`src/asf_pkg.sv`:
```
package asf_pkg;

  // ----------------------------------------
  // Register offsets
  // ----------------------------------------
  localparam logic [7:0] OFF_DIAG_CH34  = 8'h0D;
  localparam logic [7:0] OFF_LINE_OUT   = 8'h0E;
  localparam logic [7:0] OFF_CH_STATE   = 8'h0F;
  localparam logic [7:0] OFF_CH_FAULT   = 8'h10;
  localparam logic [7:0] OFF_GLB_FAULTA = 8'h11;
  localparam logic [7:0] OFF_GLB_FAULTB = 8'h12;
  localparam logic [7:0] OFF_WARN       = 8'h13;
  localparam logic [7:0] OFF_ROUTE      = 8'h14;

  // ----------------------------------------
  // Reset values
  // ----------------------------------------
  localparam logic [7:0] RST_ZERO  = 8'h00;
  localparam logic [7:0] RST_STATE = 8'h55;
  localparam logic [5:0] RST_WARN  = 6'h20;
  localparam logic [7:0] RST_ROUTE = 8'hFF;

  // ----------------------------------------
  // Pin-routing bit positions
  // ----------------------------------------
  localparam int RT_OC     = 7;
  localparam int RT_TSD    = 6;
  localparam int RT_UV     = 5;
  localparam int RT_OV     = 4;
  localparam int RT_DC     = 3;
  localparam int RT_ILIMIT = 2;
  localparam int RT_CLIP   = 1;
  localparam int RT_TW     = 0;

  // ----------------------------------------
  // Serial port
  // ----------------------------------------
  localparam logic [3:0] BITS_PER_BYTE = 4'h8;

  typedef enum logic [6:0] {
    ASF_IDLE     = 7'b0000001,
    ASF_ADDR     = 7'b0000010,
    ASF_ADDR_ACK = 7'b0000100,
    ASF_WR_BYTE  = 7'b0001000,
    ASF_WR_ACK   = 7'b0010000,
    ASF_RD_BYTE  = 7'b0100000,
    ASF_RD_ACK   = 7'b1000000
  } asf_state_e;

endpackage : asf_pkg

```
`src/asf_status_regs.sv`:
```
`timescale 1ns/1ns
module asf_status_regs
  import asf_pkg::*;
(
  input  wire logic       clk_sys_i,
  input  wire logic       nrst_i,
  input  wire logic [6:0] dev_addr_i,
  input  wire logic       scl_i,
  input  wire logic       sda_i,
  output logic            sda_o,
  output logic            sda_oe_o,
  input  wire logic [7:0] dc_diag_ch34_i,
  input  wire logic [3:0] line_out_det_i,
  input  wire logic [7:0] ch_state_i,
  input  wire logic [3:0] oc_event_i,
  input  wire logic [3:0] dc_event_i,
  input  wire logic       clk_fault_i,
  input  wire logic       stage_over_i,
  input  wire logic       batt_over_i,
  input  wire logic       stage_under_i,
  input  wire logic       batt_under_i,
  input  wire logic       tsd_glob_i,
  input  wire logic [3:0] tsd_ch_i,
  input  wire logic       tw_glob_i,
  input  wire logic [3:0] tw_ch_i,
  input  wire logic       ilimit_i,
  input  wire logic       clip_i,
  input  wire logic       clear_fault_i,
  input  wire logic       mask_ilimit_warn_i,
  output logic            fault_o,
  output logic            warn_o
);

  // ----------------------------------------
  // Pin synchronisers
  // ----------------------------------------
  logic [1:0] pins_s;
  logic       scl_q;
  logic       sda_q;

  asf_sync3 #(.W(2), .RST(2'b11)) u_sync (
    .clk_sys_i (clk_sys_i),
    .nrst_i    (nrst_i),
    .async_i   ({scl_i, sda_i}),
    .sync_o    (pins_s)
  );

  always_ff @(posedge clk_sys_i) begin
    if (!nrst_i) begin
      scl_q <= 1'b1;
      sda_q <= 1'b1;
    end else begin
      scl_q <= pins_s[1];
      sda_q <= pins_s[0];
    end
  end

  logic scl_rise;
  logic scl_fall;
  logic bus_start;
  logic bus_stop;
  assign scl_rise  = pins_s[1] & ~scl_q;
  assign scl_fall  = ~pins_s[1] & scl_q;
  assign bus_start = pins_s[1] & scl_q & sda_q & ~pins_s[0];
  assign bus_stop  = pins_s[1] & scl_q & ~sda_q & pins_s[0];

  // ----------------------------------------
  // Latched flags and channel state
  // ----------------------------------------
  logic [7:0] diag_ch34;
  logic [3:0] line_out;
  logic [7:0] ch_fault;
  logic [4:0] glb_a;
  logic [4:0] glb_b;
  logic [5:0] warn_flags;
  logic [7:0] chan_state;
  logic [7:0] route;

  asf_flag_bank #(.W(8), .RST(RST_ZERO)) u_diag (
    .clk_sys_i (clk_sys_i),
    .nrst_i    (nrst_i),
    .set_i     (dc_diag_ch34_i),
    .clr_i     (clear_fault_i),
    .flag_o    (diag_ch34)
  );

  asf_flag_bank #(.W(4), .RST(RST_ZERO[3:0])) u_line (
    .clk_sys_i (clk_sys_i),
    .nrst_i    (nrst_i),
    .set_i     (line_out_det_i),
    .clr_i     (clear_fault_i),
    .flag_o    (line_out)
  );

  asf_flag_bank #(.W(8), .RST(RST_ZERO)) u_chflt (
    .clk_sys_i (clk_sys_i),
    .nrst_i    (nrst_i),
    .set_i     ({oc_event_i, dc_event_i}),
    .clr_i     (clear_fault_i),
    .flag_o    (ch_fault)
  );

  asf_flag_bank #(.W(5), .RST(RST_ZERO[4:0])) u_glba (
    .clk_sys_i (clk_sys_i),
    .nrst_i    (nrst_i),
    .set_i     ({clk_fault_i, stage_over_i, batt_over_i, stage_under_i, batt_under_i}),
    .clr_i     (clear_fault_i),
    .flag_o    (glb_a)
  );

  asf_flag_bank #(.W(5), .RST(RST_ZERO[4:0])) u_glbb (
    .clk_sys_i (clk_sys_i),
    .nrst_i    (nrst_i),
    .set_i     ({tsd_glob_i, tsd_ch_i}),
    .clr_i     (clear_fault_i),
    .flag_o    (glb_b)
  );

  // Power-on flag set by reset itself, gone only on a clear
  asf_flag_bank #(.W(6), .RST(RST_WARN)) u_warn (
    .clk_sys_i (clk_sys_i),
    .nrst_i    (nrst_i),
    .set_i     ({1'b0, tw_glob_i, tw_ch_i}),
    .clr_i     (clear_fault_i),
    .flag_o    (warn_flags)
  );

  always_ff @(posedge clk_sys_i) begin
    if (!nrst_i) begin
      chan_state <= RST_STATE;
    end else begin
      chan_state <= ch_state_i;
    end
  end

  // ----------------------------------------
  // Read decode, pure so reads never disturb flags
  // ----------------------------------------
  function automatic logic [7:0] read_reg(input logic [7:0] off);
    case (off)
      OFF_DIAG_CH34:  read_reg = diag_ch34;
      OFF_LINE_OUT:   read_reg = {4'h0, line_out};
      OFF_CH_STATE:   read_reg = chan_state;
      OFF_CH_FAULT:   read_reg = ch_fault;
      OFF_GLB_FAULTA: read_reg = {3'h0, glb_a};
      OFF_GLB_FAULTB: read_reg = {3'h0, glb_b};
      OFF_WARN:       read_reg = {2'h0, warn_flags};
      OFF_ROUTE:      read_reg = route;
      default:        read_reg = 8'h00;
    endcase
  endfunction : read_reg

  // ----------------------------------------
  // Serial slave engine
  // ----------------------------------------
  asf_state_e state;
  logic [3:0] bits;
  logic [7:0] sh;
  logic [7:0] tx;
  logic [7:0] ptr;
  logic       rw;
  logic       ptr_done;
  logic       nack;
  logic       drv;
  logic       wr_stb;
  logic [7:0] wr_addr;
  logic [7:0] wr_data;
  logic [7:0] rd_cur;

  // Process form so flag changes behind the function are seen
  always_comb begin
    rd_cur = read_reg(ptr);
  end

  always_ff @(posedge clk_sys_i) begin
    if (!nrst_i) begin
      state    <= ASF_IDLE;
      bits     <= 4'h0;
      sh       <= 8'h00;
      tx       <= 8'h00;
      ptr      <= 8'h00;
      rw       <= 1'b0;
      ptr_done <= 1'b0;
      nack     <= 1'b0;
      drv      <= 1'b0;
      wr_stb   <= 1'b0;
      wr_addr  <= 8'h00;
      wr_data  <= 8'h00;
    end else begin
      wr_stb <= 1'b0;
      if (bus_start) begin
        state <= ASF_ADDR;
        bits  <= 4'h0;
        drv   <= 1'b0;
      end else if (bus_stop) begin
        state <= ASF_IDLE;
        drv   <= 1'b0;
      end else begin
        case (state)
          ASF_IDLE: begin
            drv <= 1'b0;
          end
          ASF_ADDR: begin
            if (scl_rise) begin
              sh   <= {sh[6:0], pins_s[0]};
              bits <= bits + 4'h1;
            end else if (scl_fall && bits == BITS_PER_BYTE) begin
              if (sh[7:1] == dev_addr_i) begin
                rw       <= sh[0];
                ptr_done <= 1'b0;
                drv      <= 1'b1;
                state    <= ASF_ADDR_ACK;
              end else begin
                state <= ASF_IDLE;
              end
            end
          end
          ASF_ADDR_ACK: begin
            if (scl_fall) begin
              bits <= 4'h0;
              if (rw) begin
                tx    <= rd_cur;
                drv   <= ~rd_cur[7];
                state <= ASF_RD_BYTE;
              end else begin
                drv   <= 1'b0;
                state <= ASF_WR_BYTE;
              end
            end
          end
          ASF_WR_BYTE: begin
            if (scl_rise) begin
              sh   <= {sh[6:0], pins_s[0]};
              bits <= bits + 4'h1;
            end else if (scl_fall && bits == BITS_PER_BYTE) begin
              drv   <= 1'b1;
              state <= ASF_WR_ACK;
              if (!ptr_done) begin
                ptr      <= sh;
                ptr_done <= 1'b1;
              end else begin
                wr_stb  <= 1'b1;
                wr_addr <= ptr;
                wr_data <= sh;
                ptr     <= ptr + 8'h01;
              end
            end
          end
          ASF_WR_ACK: begin
            if (scl_fall) begin
              drv   <= 1'b0;
              bits  <= 4'h0;
              state <= ASF_WR_BYTE;
            end
          end
          ASF_RD_BYTE: begin
            if (scl_rise) begin
              bits <= bits + 4'h1;
            end else if (scl_fall) begin
              if (bits == BITS_PER_BYTE) begin
                drv   <= 1'b0;
                ptr   <= ptr + 8'h01;
                state <= ASF_RD_ACK;
              end else begin
                tx  <= {tx[6:0], 1'b0};
                drv <= ~tx[6];
              end
            end
          end
          ASF_RD_ACK: begin
            if (scl_rise) begin
              nack <= pins_s[0];
            end else if (scl_fall) begin
              bits <= 4'h0;
              if (nack) begin
                state <= ASF_IDLE;
              end else begin
                tx    <= rd_cur;
                drv   <= ~rd_cur[7];
                state <= ASF_RD_BYTE;
              end
            end
          end
          default: begin
            state <= ASF_IDLE;
            drv   <= 1'b0;
          end
        endcase
      end
    end
  end

  assign sda_o    = 1'b0;
  assign sda_oe_o = drv;

  // ----------------------------------------
  // Pin routing register
  // ----------------------------------------
  always_ff @(posedge clk_sys_i) begin
    if (!nrst_i) begin
      route <= RST_ROUTE;
    end else if (wr_stb && wr_addr == OFF_ROUTE) begin
      route <= wr_data;
    end
  end

  // ----------------------------------------
  // Fault and warning pins
  // ----------------------------------------
  // Clock fault has no routing bit and stays off the pin
  logic next_fault;
  logic next_warn;
  always_comb begin
    next_fault = (route[RT_OC] & |ch_fault[7:4])
               | (route[RT_TSD] & |glb_b)
               | (route[RT_UV] & (glb_a[1] | glb_a[0]))
               | (route[RT_OV] & (glb_a[3] | glb_a[2]))
               | (route[RT_DC] & |ch_fault[3:0])
               | (route[RT_ILIMIT] & ilimit_i);
    next_warn  = (route[RT_CLIP] & clip_i)
               | (route[RT_TW] & |warn_flags[4:0])
               | (ilimit_i & ~mask_ilimit_warn_i);
  end

  always_ff @(posedge clk_sys_i) begin
    if (!nrst_i) begin
      fault_o <= 1'b0;
      warn_o  <= 1'b0;
    end else begin
      fault_o <= next_fault;
      warn_o  <= next_warn;
    end
  end
endmodule : asf_status_regs

```
`src/asf_sync3.sv`:
```
`timescale 1ns/1ns
module asf_sync3
  import asf_pkg::*;
#(
  parameter int          W   = 1,
  parameter logic [W-1:0] RST = '0
) (
  input  wire logic         clk_sys_i,
  input  wire logic         nrst_i,
  input  wire logic [W-1:0] async_i,
  output logic      [W-1:0] sync_o
);
  logic [W-1:0] s1;
  logic [W-1:0] s2;
  logic [W-1:0] s3;

  // Change accepted only once stages two and three agree
  always_ff @(posedge clk_sys_i) begin
    if (!nrst_i) begin
      s1     <= RST;
      s2     <= RST;
      s3     <= RST;
      sync_o <= RST;
    end else begin
      s1 <= async_i;
      s2 <= s1;
      s3 <= s2;
      if (s2 == s3) begin
        sync_o <= s3;
      end
    end
  end
endmodule : asf_sync3

```
`src/asf_flag_bank.sv`:
```
`timescale 1ns/1ns
module asf_flag_bank
  import asf_pkg::*;
#(
  parameter int           W   = 8,
  parameter logic [W-1:0] RST = '0
) (
  input  wire logic         clk_sys_i,
  input  wire logic         nrst_i,
  input  wire logic [W-1:0] set_i,
  input  wire logic         clr_i,
  output logic      [W-1:0] flag_o
);
  // Set beats clear so an event in the clearing cycle survives
  always_ff @(posedge clk_sys_i) begin
    if (!nrst_i) begin
      flag_o <= RST;
    end else begin
      flag_o <= set_i | (clr_i ? '0 : flag_o);
    end
  end
endmodule : asf_flag_bank

```
`config.mk`:
```
export PLATFORM = sky130hd
export DESIGN_NAME = asf_status_regs
export DESIGN_NICKNAME = d
export VERILOG_FILES = /design/src/asf_pkg.sv /design/src/asf_status_regs.sv /design/src/asf_sync3.sv /design/src/asf_flag_bank.sv
export SDC_FILE = /design/constraint.sdc
export NUM_CORES = 1
export LEC_CHECK = 0
export BUFFER_PORTS_ARGS = -buffer_cell sky130_fd_sc_hd__buf_2
export CORE_MARGIN = 5
export CORE_UTILIZATION = 33
export DETAILED_ROUTE_END_ITERATION = 16
export PLACE_DENSITY = 0.5
export RECOVER_POWER = 100
export SETUP_SLACK_MARGIN = 0.15
export SYNTH_ARGS = -nofsm -noshare
export SYNTH_HDL_FRONTEND = slang
export SYNTH_SLANG_ARGS = --single-unit
```
`constraint.sdc`:
```
create_clock -name clk_sys_i -period 5.9 [get_ports clk_sys_i]
set_clock_uncertainty 0.1 [all_clocks]
set_input_delay 0.295 -clock clk_sys_i [delete_from_list [all_inputs] [get_ports clk_sys_i]]
set_output_delay 0.295 -clock clk_sys_i [all_outputs]
set_load 0.1 [all_outputs]
```
==> results.ini, run 1 <==
[run_status]
status=complete, but fails checks
violations=max-capacitance violations, max-slew violations

[floorplan]
fp-row-count=46
design.core.area_um2=16000
dieArea_um2=19100
die_y_um=138
fp.dieW_um=138
start_util_pct=33.9
io_pins=62

[logic_synthesis]
synth-async-reset-ratio_pct=0
synth-seq-cells=119
synth.most_common_cell=dfxtp_1
synth_edf_count=0
ys_top_cells_by_count=dfxtp_1 (119), nand2_1 (82), nor2_1 (74)
synthFlopType=dfxtp_1
synth_top_cell_area_share_pct=43.9
yosysWarnings=0
syn_area_um2=5420
synth_area_leader_cell=dfxtp_1
avgSynthCellArea_um2=8.43
synth.area.top_cells=dfxtp_1 (44%), a21oi_1 (6.6%), nand2_1 (5.7%)
netlist_instances=643
yosysSeqAreaShare_pct=43.9
synth_nets=707
yosysUniqueCellTypes=72

[timing]
relSlewSlack_pct=-21.2
drv_slew=95
finalSetupViolCount=0
final.period_utilization_pct=63.8
setup_tns_ps=0
hold_viol=0
tightest_slew_ps=1810
grt_setup_unrepaired=no
post-route-worst-setup-slack_ps=2140
fmax_mhz=266
finalCriticalPeriod_ps=3760

[global_route]
grt.met1_usage_pct=21.2
antenna_found_initial=0
grt_max_degree=40
grt_busiest_layer=met2
use_met3_pct=4.45
grt_usage_pct=15.7
grt_use_met2_pct=24.3
grt_pass1_vias=4598
grt_pass1_wl_um=24500
gr-total-overflow=0

[detailed_routing]
dr.pass1.iters=6
drtIter0Drc=399
dr_total_vias=4949
totalWireLength_um=15100
antenna_left=0
drc_errors=0
post_drt_wl_per_cell_um=15.7
viasPerCell=5.17

[cells_and_area]
fin_cells=957
synthToLayoutAreaGrowth_pct=27.0
antenna-diode-count=0
final_nets=793
drive_above_1_share_pct=13.0

[power]
pwr_density_cell_nw_per_um2=305
p_leak_uw=0.00274
peakVddDrop_v=0.000198

[clocking]
cts_tree=built
clock_sinks=119
numCtsBuffers=17
clockBufferDepth=2
cts.clk_slew.worst_paths_ps=50
cts_root_buffer=clkbuf_16
clock_latency_ps=410
h-tree-depth=4

[setup_path]
cp-end-kind=flop
crit_required_ps=6100
start_kind=primary input
path_class=in -> reg
critPathMaxFanout=39
worstPathArrival_ps=3970

[flow_run]
maxCapViolCount=3

[placement]
pre_cts_slack_ps=3110
dp.cells=882
port_buffers=60
hpwl_um=10700
gp_congestion=0.927

[hold_path]
hold_class=in -> reg

==> critical path: stages <==
cell,delay (ps)
clkbuf_1,620
inv_1,1170
clkbuf_1,1330
nor2_1,230
a22o_1,310
==> power breakdown <==
group	leakage, uW	switching [uW]	total (uW)	internal, uW
Combinational	0.00145	64.3	123	58.7
Clock	0.000307	369	1130	760
Sequential	0.000974	18.3	846	827
==> kinds of logic after synthesis <==
logic type                 Yosys count  share of synthesized area (%)
other                                1                         0.0692
AOI/OAI and AO/OA                  174                           20.7
adders and majority gates            6                           1.38
xor gates and xnor gates            16                           2.58
DFF                                119                           43.9
muxes                               26                           4.82
buffers and inverters               57                           4.57
and+or+nand+nor                    244                           21.9
==> through the flow <==
step	total power, uW	cell area (um^2)	hold WS [ps]	util (%)
global route	2170	6890	31.7	43.0
floorplan	925	5420	286	-
finish	2100	6890	13.4	43.0
CTS	2120	6910	0.532	43.2
detailed placement	963	5830	300	36.4
global placement	962	5830	294	36.4
==> layer usage <==
metal  vias up  wire length, um
met1      2333             7290
met5         -                0
met4         0              247
met3        15              673
li1       2463                -
met2       138             6840
==> area by class of cell <==
type	instances	area, um^2
clock buffer	20	447
timing repair buffer	106	747
tap	216	270
sequential	119	2380
fill	1642	9110
multi-input combinational	467	2780
inverter	18	67.6
clock inverter	11	196
==> what timing repair did <==
item	4_1_cts	5_1_grt
buffers inserted	0	0
hold endpoints to repair	44	0
gates resized for setup	0	0
hold buffers	44	0
==> worst paths after layout <==
kind,slack (ps),from,end,cells after the start
max,2140,nrst_i,tx[2]$_SDFFE_PN0P_,5
min,10,dc_diag_ch34_i[2],u_diag.flag_o[2]$_SDFF_PN0_,3
max reg2reg,2350,state[2]$_SDFFE_PP0P_,ptr[2]$_SDFFE_PN0P_,6
min reg2reg,310,u_sync.s1[0]$_SDFF_PN1_,u_sync.s2[0]$_SDFF_PN1_,1
==> cell usage in the layout, fill, tap and decap left out, types with 7 or more instances in the layout <==
master	n
buf_2	56
xor2_1	12
mux2i_1	25
nand2b_1	14
nand2_1	82
dfxtp_1	119
dlygate4sd3_1	44
inv_1	17
a21oi_1	72
o211ai_1	7
nand3_1	11
o21ai_0	24
clkbuf_16	17
nor2_1	74
a22oi_1	13
clkbuf_1	7
==> state kept, by name (all words and copies together) (netlist names), 5 cells and up <==
register        count
state               7
u_diag.flag_o       8
wr_addr             8
route               8
chan_state          8
wr_data             8
u_warn.flag_o       6
u_glba.flag_o       5
sh                  8
ptr                 8
tx                  7
u_chflt.flag_o      8
u_glbb.flag_o       5
(Power assumes the default switching activity.)
==> run 2, diff against run 1 <==
clock period = 3.6 ns   (was 5.9 ns; I/O delays follow)
==> results.ini, run 2 (synthesized netlist as in run 1, its figures left out) <==
[placement]
port_buffers=60  ; unchanged
gp_congestion=0.864  ; was 0.927
dpl-instance-area_um2=5870  ; was 5830 um^2
hpwl_um=10900  ; was 10700 um
pre_cts_slack_ps=988  ; was 3110 ps
dp.cells=887  ; was 882

[detailed_routing]
drc_errors=0  ; unchanged
post_drt_wl_per_cell_um=16.3  ; was 15.7 um
antenna_left=0  ; unchanged
dr.pass1.iters=5  ; was 6
dr_total_vias=4960  ; was 4949
drtIter0Drc=392  ; was 399
viasPerCell=5.13  ; was 5.17
totalWireLength_um=15700  ; was 15100 um

[global_route]
grt_pass1_wl_um=25500  ; was 24500 um
antenna_found_initial=0  ; unchanged
grt_usage_pct=16.5  ; was 15.7%
grt_max_degree=59  ; was 40
grt_pass1_vias=4795  ; was 4598
gr-total-overflow=0  ; unchanged

[timing]
relSlewSlack_pct=-33.2  ; was -21.2%
fmax_mhz=348
final.period_utilization_pct=79.9
post-route-worst-setup-slack_ps=723  ; was 2140 ps
grt_setup_unrepaired=no  ; unchanged
finalSetupViolCount=0  ; unchanged
drv_slew=59  ; was 95
tightest_slew_ps=2000  ; was 1810 ps
finalCriticalPeriod_ps=2880
hold_viol=0  ; unchanged
setup_tns_ps=0  ; unchanged

[clocking]
numCtsBuffers=17  ; unchanged
clockBufferDepth=2  ; unchanged
cts.clk_slew.worst_paths_ps=60  ; was 50 ps
cts_root_buffer=clkbuf_16  ; unchanged
clock_sinks=119  ; unchanged
post-cts-setup-buffers=0  ; unchanged
clock_latency_ps=420  ; was 410 ps
h-tree-depth=4  ; unchanged
cts_tree=built  ; unchanged

[floorplan]
dieArea_um2=19100  ; unchanged
start_util_pct=33.9  ; unchanged
fp-row-count=46  ; unchanged
die_y_um=138  ; unchanged
fp.dieW_um=138  ; unchanged
design.core.area_um2=16000  ; unchanged
io_pins=62  ; unchanged

[setup_path]
start_kind=flop  ; was primary input
worstPathArrival_ps=3070  ; was 3970 ps
path_class=reg -> reg  ; was in -> reg
cp-end-kind=flop  ; unchanged
reg2reg_depth=8  ; was 6
critPathMaxFanout=6  ; was 39
crit_required_ps=3790  ; was 6100 ps

[hold_path]
whs_path_depth=3  ; unchanged
hold_class=in -> reg  ; unchanged

[cells_and_area]
fin_area_um2=6910  ; was 6890 um^2
antenna-diode-count=0  ; unchanged
fin_cells=966  ; was 957
final_common_cell=dfxtp_1  ; unchanged
final_cell_mix=dfxtp_1 (119), nand2_1 (82), nor2_1 (74)  ; unchanged
drive_above_1_share_pct=13.7  ; was 13.0%
final_nets=801  ; was 793
synthToLayoutAreaGrowth_pct=27.4  ; was 27.0%

[power]
pwr_density_cell_nw_per_um2=481  ; was 305 nW/um^2
peakVddDrop_v=0.000363  ; was 0.000198 V
p_leak_uw=0.00276  ; was 0.00274 uW
finalPower_uw=3320  ; was 2100 uW

[run_status]
violations=max-capacitance violations, max-slew violations  ; unchanged
status=complete, but fails checks  ; unchanged

[flow_run]
maxCapViolCount=1  ; was 3

## run 2: layout make-up
type,count,area (um^2)
multi-input combinational,467,2770
clock inverter,14,175
sequential,119,2380
inverter,18,67.6
timing repair buffer,114,816
tap,216,270
clock buffer,18,429
fill,1642,9090
## run 2: where the power goes
group | switching [uW] | internal [uW]
sequential | 30.1 | 1360
combinational | 109 | 99.0
clock | 638 | 1090
total | 778 | 2550
## run 2: stage by stage
stage	hold slack [ps]	util (%)
after floorplan	181	-
after global placement	260	36.7
after global routing	75.1	43.2
final	68.4	43.2
after CTS	53.7	43.4
after detailed placement	264	36.7
## run 2: worst paths after layout
kind | startpoint | endpoint | slack [ps]
max | bits[0]$_SDFFE_PP0P_ | state[4]$_SDFFE_PP0P_ | 720
min | ilimit_i | fault_o$_SDFF_PN0_ | 70
max reg2reg | bits[0]$_SDFFE_PP0P_ | state[4]$_SDFFE_PP0P_ | 720
min reg2reg | u_sync.s1[1]$_SDFF_PN1_ | u_sync.s2[1]$_SDFF_PN1_ | 310
## run 2: metal layers
layer  track usage (%)  wire, um  vias up
met4              5.67       279        0
met1              21.6      7370     2336
met5                 0         0        -
met3              4.55       782       15
li1                  -         -     2482
met2              26.2      7260      127
## run 2: what timing repair did
action / 4_1_cts / 5_1_grt
resized for setup: 0 / 0
hold buffers: 47 / 0
hold endpoints to repair: 46 / 0
## run 2: critical path, stage by stage (launching register included)
cell       delay, ps
dfxtp_1          320
inv_1             90
ha_1             150
nand3b_1         180
nor2_1           340
o2bb2ai_1        140
nor4_1          1090
mux2i_1          290
nor2_1            50
==> run 3, diff against run 2 <==
ABC_AREA = 1   (was not set)
PLACE_DENSITY = 0.52   (was 0.5)
clock period = 2.4 ns   (was 3.6 ns; I/O delays follow)
==> results.ini, run 3 <==
[setup_path]
critPathSlowestCell=dfxtp_1  ; was nor4_1
reg2reg_depth=14  ; was 8
path_class=reg -> reg  ; unchanged
setup.worst_path.start=bits[0]$_SDFFE_PP0P_  ; unchanged
cp.depth=14  ; was 8
cp_cell_sequence=inv_1 > ha_1 > nand2_1 > nor2_1 > inv_2 > nor2_1 > inv_2 > nand2_1 > inv_2 > nor2_2 > nand2_1 > inv_1 > nand2_1 > a21oi_1  ; was inv_1 > ha_1 > nand3b_1 > nor2_1 > o2bb2ai_1 > nor4_1 > mux2i_1 > nor2_1
crit_buf_inv=5  ; was 1
cpPeakStageDelay_ps=330  ; was 1090 ps
crit_required_ps=2630  ; was 3790 ps
cp-end-kind=flop  ; unchanged
r2r_start=bits[0]$_SDFFE_PP0P_  ; unchanged
start_kind=flop  ; unchanged
r2r-end=state[4]$_SDFFE_PP0P_  ; unchanged
cp_top_family=simple AND/OR/NAND/NOR gates  ; unchanged
worstPathArrival_ps=2380  ; was 3070 ps
crit_top_cell=nand2_1  ; was nor2_1
ff2ff_setup_slack_ps=250  ; was 720 ps
worstSetupEndpoint=state[4]$_SDFFE_PP0P_  ; unchanged
critPathMaxFanout=5  ; was 6

[cells_and_area]
final_cell_mix=nand2_1 (153), nor2_1 (124), dfxtp_1 (119)  ; was dfxtp_1 (119), nand2_1 (82), nor2_1 (74)
final_nets=966  ; was 801
antenna-diode-count=0  ; unchanged
multi_input_area_um2=2660  ; was 2770 um^2
ff_latch_area_um2=2380  ; unchanged
drive_above_1_share_pct=14.1  ; was 13.7%
synthToLayoutAreaGrowth_pct=28.2  ; was 27.4%
nFillCells=1727  ; was 1642
final_common_cell=nand2_1  ; was dfxtp_1
fin_cells=1135  ; was 966

[floorplan]
design.core.area_um2=16500  ; was 16000 um^2
die_y_um=140  ; was 138 um
dieArea_um2=19500  ; was 19100 um^2
io_pins=62  ; unchanged
fp-row-count=47  ; was 46
start_util_pct=33.6  ; was 33.9%
fp.dieW_um=140  ; was 138 um

[power]
pwr_density_cell_nw_per_um2=781  ; was 481 nW/um^2
peakVddDrop_v=0.000514  ; was 0.000363 V
p_leak_uw=0.00324  ; was 0.00276 uW

[detailed_routing]
post_drt_wl_per_cell_um=13.8  ; was 16.3 um
dr_total_vias=5409  ; was 4960
totalWireLength_um=15700  ; about the same
drc_errors=0  ; unchanged
drtIter0Drc=396  ; was 392
dr.pass1.iters=5  ; unchanged
viasPerCell=4.77  ; was 5.13
antenna_left=0  ; unchanged

[clocking]
numCtsBuffers=17  ; unchanged
clockBufferDepth=2  ; unchanged
cts_tree=built  ; unchanged
clock_sinks=119  ; unchanged
cts_root_buffer=clkbuf_16  ; unchanged
clock_latency_ps=410  ; was 420 ps
h-tree-depth=4  ; unchanged
cts.clk_slew.worst_paths_ps=50  ; was 60 ps

[flow_run]
maxCapViolCount=0  ; was 1

[placement]
hpwl_um=11100  ; was 10900 um
gp_congestion=0.894  ; was 0.864
port_buffers=60  ; unchanged
dp.cells=1055  ; was 887

[logic_synthesis]
synth_edf_count=0  ; unchanged
syn_area_um2=5550  ; was 5420 um^2
synth.area.top_cells=dfxtp_1 (43%), nand2_1 (10%), nor2_1 (8.4%)  ; was dfxtp_1 (44%), a21oi_1 (6.6%), nand2_1 (5.7%)
synthFlopType=dfxtp_1  ; unchanged
ys_top_cells_by_count=nand2_1 (149), nor2_1 (124), dfxtp_1 (119)  ; was dfxtp_1 (119), nand2_1 (82), nor2_1 (74)
yosysUniqueCellTypes=35  ; was 72
netlist_instances=797  ; was 643
synth.most_common_cell=nand2_1  ; was dfxtp_1
yosysSeqAreaShare_pct=42.9  ; was 43.9%
yosysWarnings=0  ; unchanged
synth_top_cell_area_share_pct=42.9  ; was 43.9%
avgSynthCellArea_um2=6.97  ; was 8.43 um^2
synth-async-reset-ratio_pct=0  ; unchanged
synth_nets=861  ; was 707
synth-seq-cells=119  ; unchanged
synth_area_leader_cell=dfxtp_1  ; unchanged

[global_route]
grt_max_degree=43  ; was 59
antenna_found_initial=0  ; unchanged
grt_usage_pct=16.3  ; was 16.5%
grt_pass1_vias=5065  ; was 4795
grt_pass1_wl_um=25900  ; was 25500 um
gr-total-overflow=0  ; unchanged

[timing]
drv_slew=0  ; was 59
hold_viol=0  ; unchanged
finalCriticalPeriod_ps=2150  ; was 2880 ps
finalSetupViolCount=0  ; unchanged
tightest_slew_ps=1180  ; was 2000 ps
setup_tns_ps=0  ; unchanged
relSlewSlack_pct=21.9  ; was -33.2%
fmax_mhz=466  ; was 348 MHz
final.period_utilization_pct=89.5  ; was 79.9%
grt_setup_unrepaired=no  ; unchanged

[run_status]
status=finished clean  ; was complete, but fails checks

[hold_path]
hold_class=in -> reg  ; unchanged

==> run 3: power breakdown <==
| group | internal [uW] | switching (uW) | leakage, uW |
|---|---|---|---|
| registers | 2080 | 72.7 | 0.000976 |
| logic | 281 | 497 | 0.00198 |
| clock network | 1670 | 956 | 0.000287 |
==> run 3: cell families after synthesis <==
kind of cell    share of synthesized area [%]
buf+inv                                  8.90
compound gates                           16.8
flops                                    42.9
other cells                            0.0675
fa+ha+maj                                1.35
xor+xnor                                0.631
simple gates                             29.3
==> run 3: cell type report <==
cell class / count / area share [%]
clock buffer: 19 / 6.22
clock inverter: 13 / 2.37
inverter: 95 / 5.01
multi-input combinational: 555 / 37.4
sequential: 119 / 33.5
tap: 220 / 3.87
timing repair buffer: 114 / 11.7
==> run 3: worst min path at each step <==
| stage | to | slack, ps | depth (start not counted) | startpoint |
|---|---|---|---|---|
| after global placement | u_sync.s1[1]$_SDFF_PN1_ | 210 | 2 | scl_i |
| after detailed placement | u_sync.s1[0]$_SDFF_PN1_ | 210 | 2 | sda_i |
| after CTS | u_warn.flag_o[5]$_SDFFE_PN1P_ | 120 | 3 | nrst_i |
| final | rw$_SDFFE_PN0P_ | 130 | 6 | dev_addr_i[0] |
| after global routing | u_sync.sync_o[1]$_SDFFE_PN1N_ | 150 | 3 | nrst_i |
| after floorplan | chan_state[1]$_SDFF_PN0_ | 120 | 2 | ch_state_i[1] |
==> run 3: tightest hold or removal path, delay by kind of cell <==
kind            cells  cell delay (ps)
xor+xnor            1               60
simple gates        3              270
compound gates      1               60
buf+inv             1               90
==> run 3: metal layers <==
metal / share of wire, % / wire (um) / global-route usage, %
met5: 0 / 0 / 0
met4: 2.3 / 363 / 5.71
met3: 4.0 / 621 / 3.70
met2: 44 / 6960 / 25.7
met1: 49 / 7760 / 22.1
==> run 3: timing repair <==
action,in CTS,in global routing
hold buffers,48,0
gates resized for setup,0,0
endpoints found under the hold margin,46,0
setup buffers,0,0
==> run 3: per-stage QoR <==
| step | total power [uW] | worst slack [ps] | instance area, um^2 | hold slack, ps | util (%) |
|---|---|---|---|---|---|
| after CTS | 5620 | 418 | 7140 | 119 | 43.2 |
| after global placement | 2930 | 437 | 6050 | 207 | 36.6 |
| final | 5560 | 252 | 7120 | 133 | 43.1 |
| after detailed placement | 2920 | 427 | 6050 | 208 | 36.6 |
| after floorplan | 2730 | 767 | 5550 | 118 | - |
| after global routing | 5820 | 87.8 | 7120 | 151 | 43.1 |
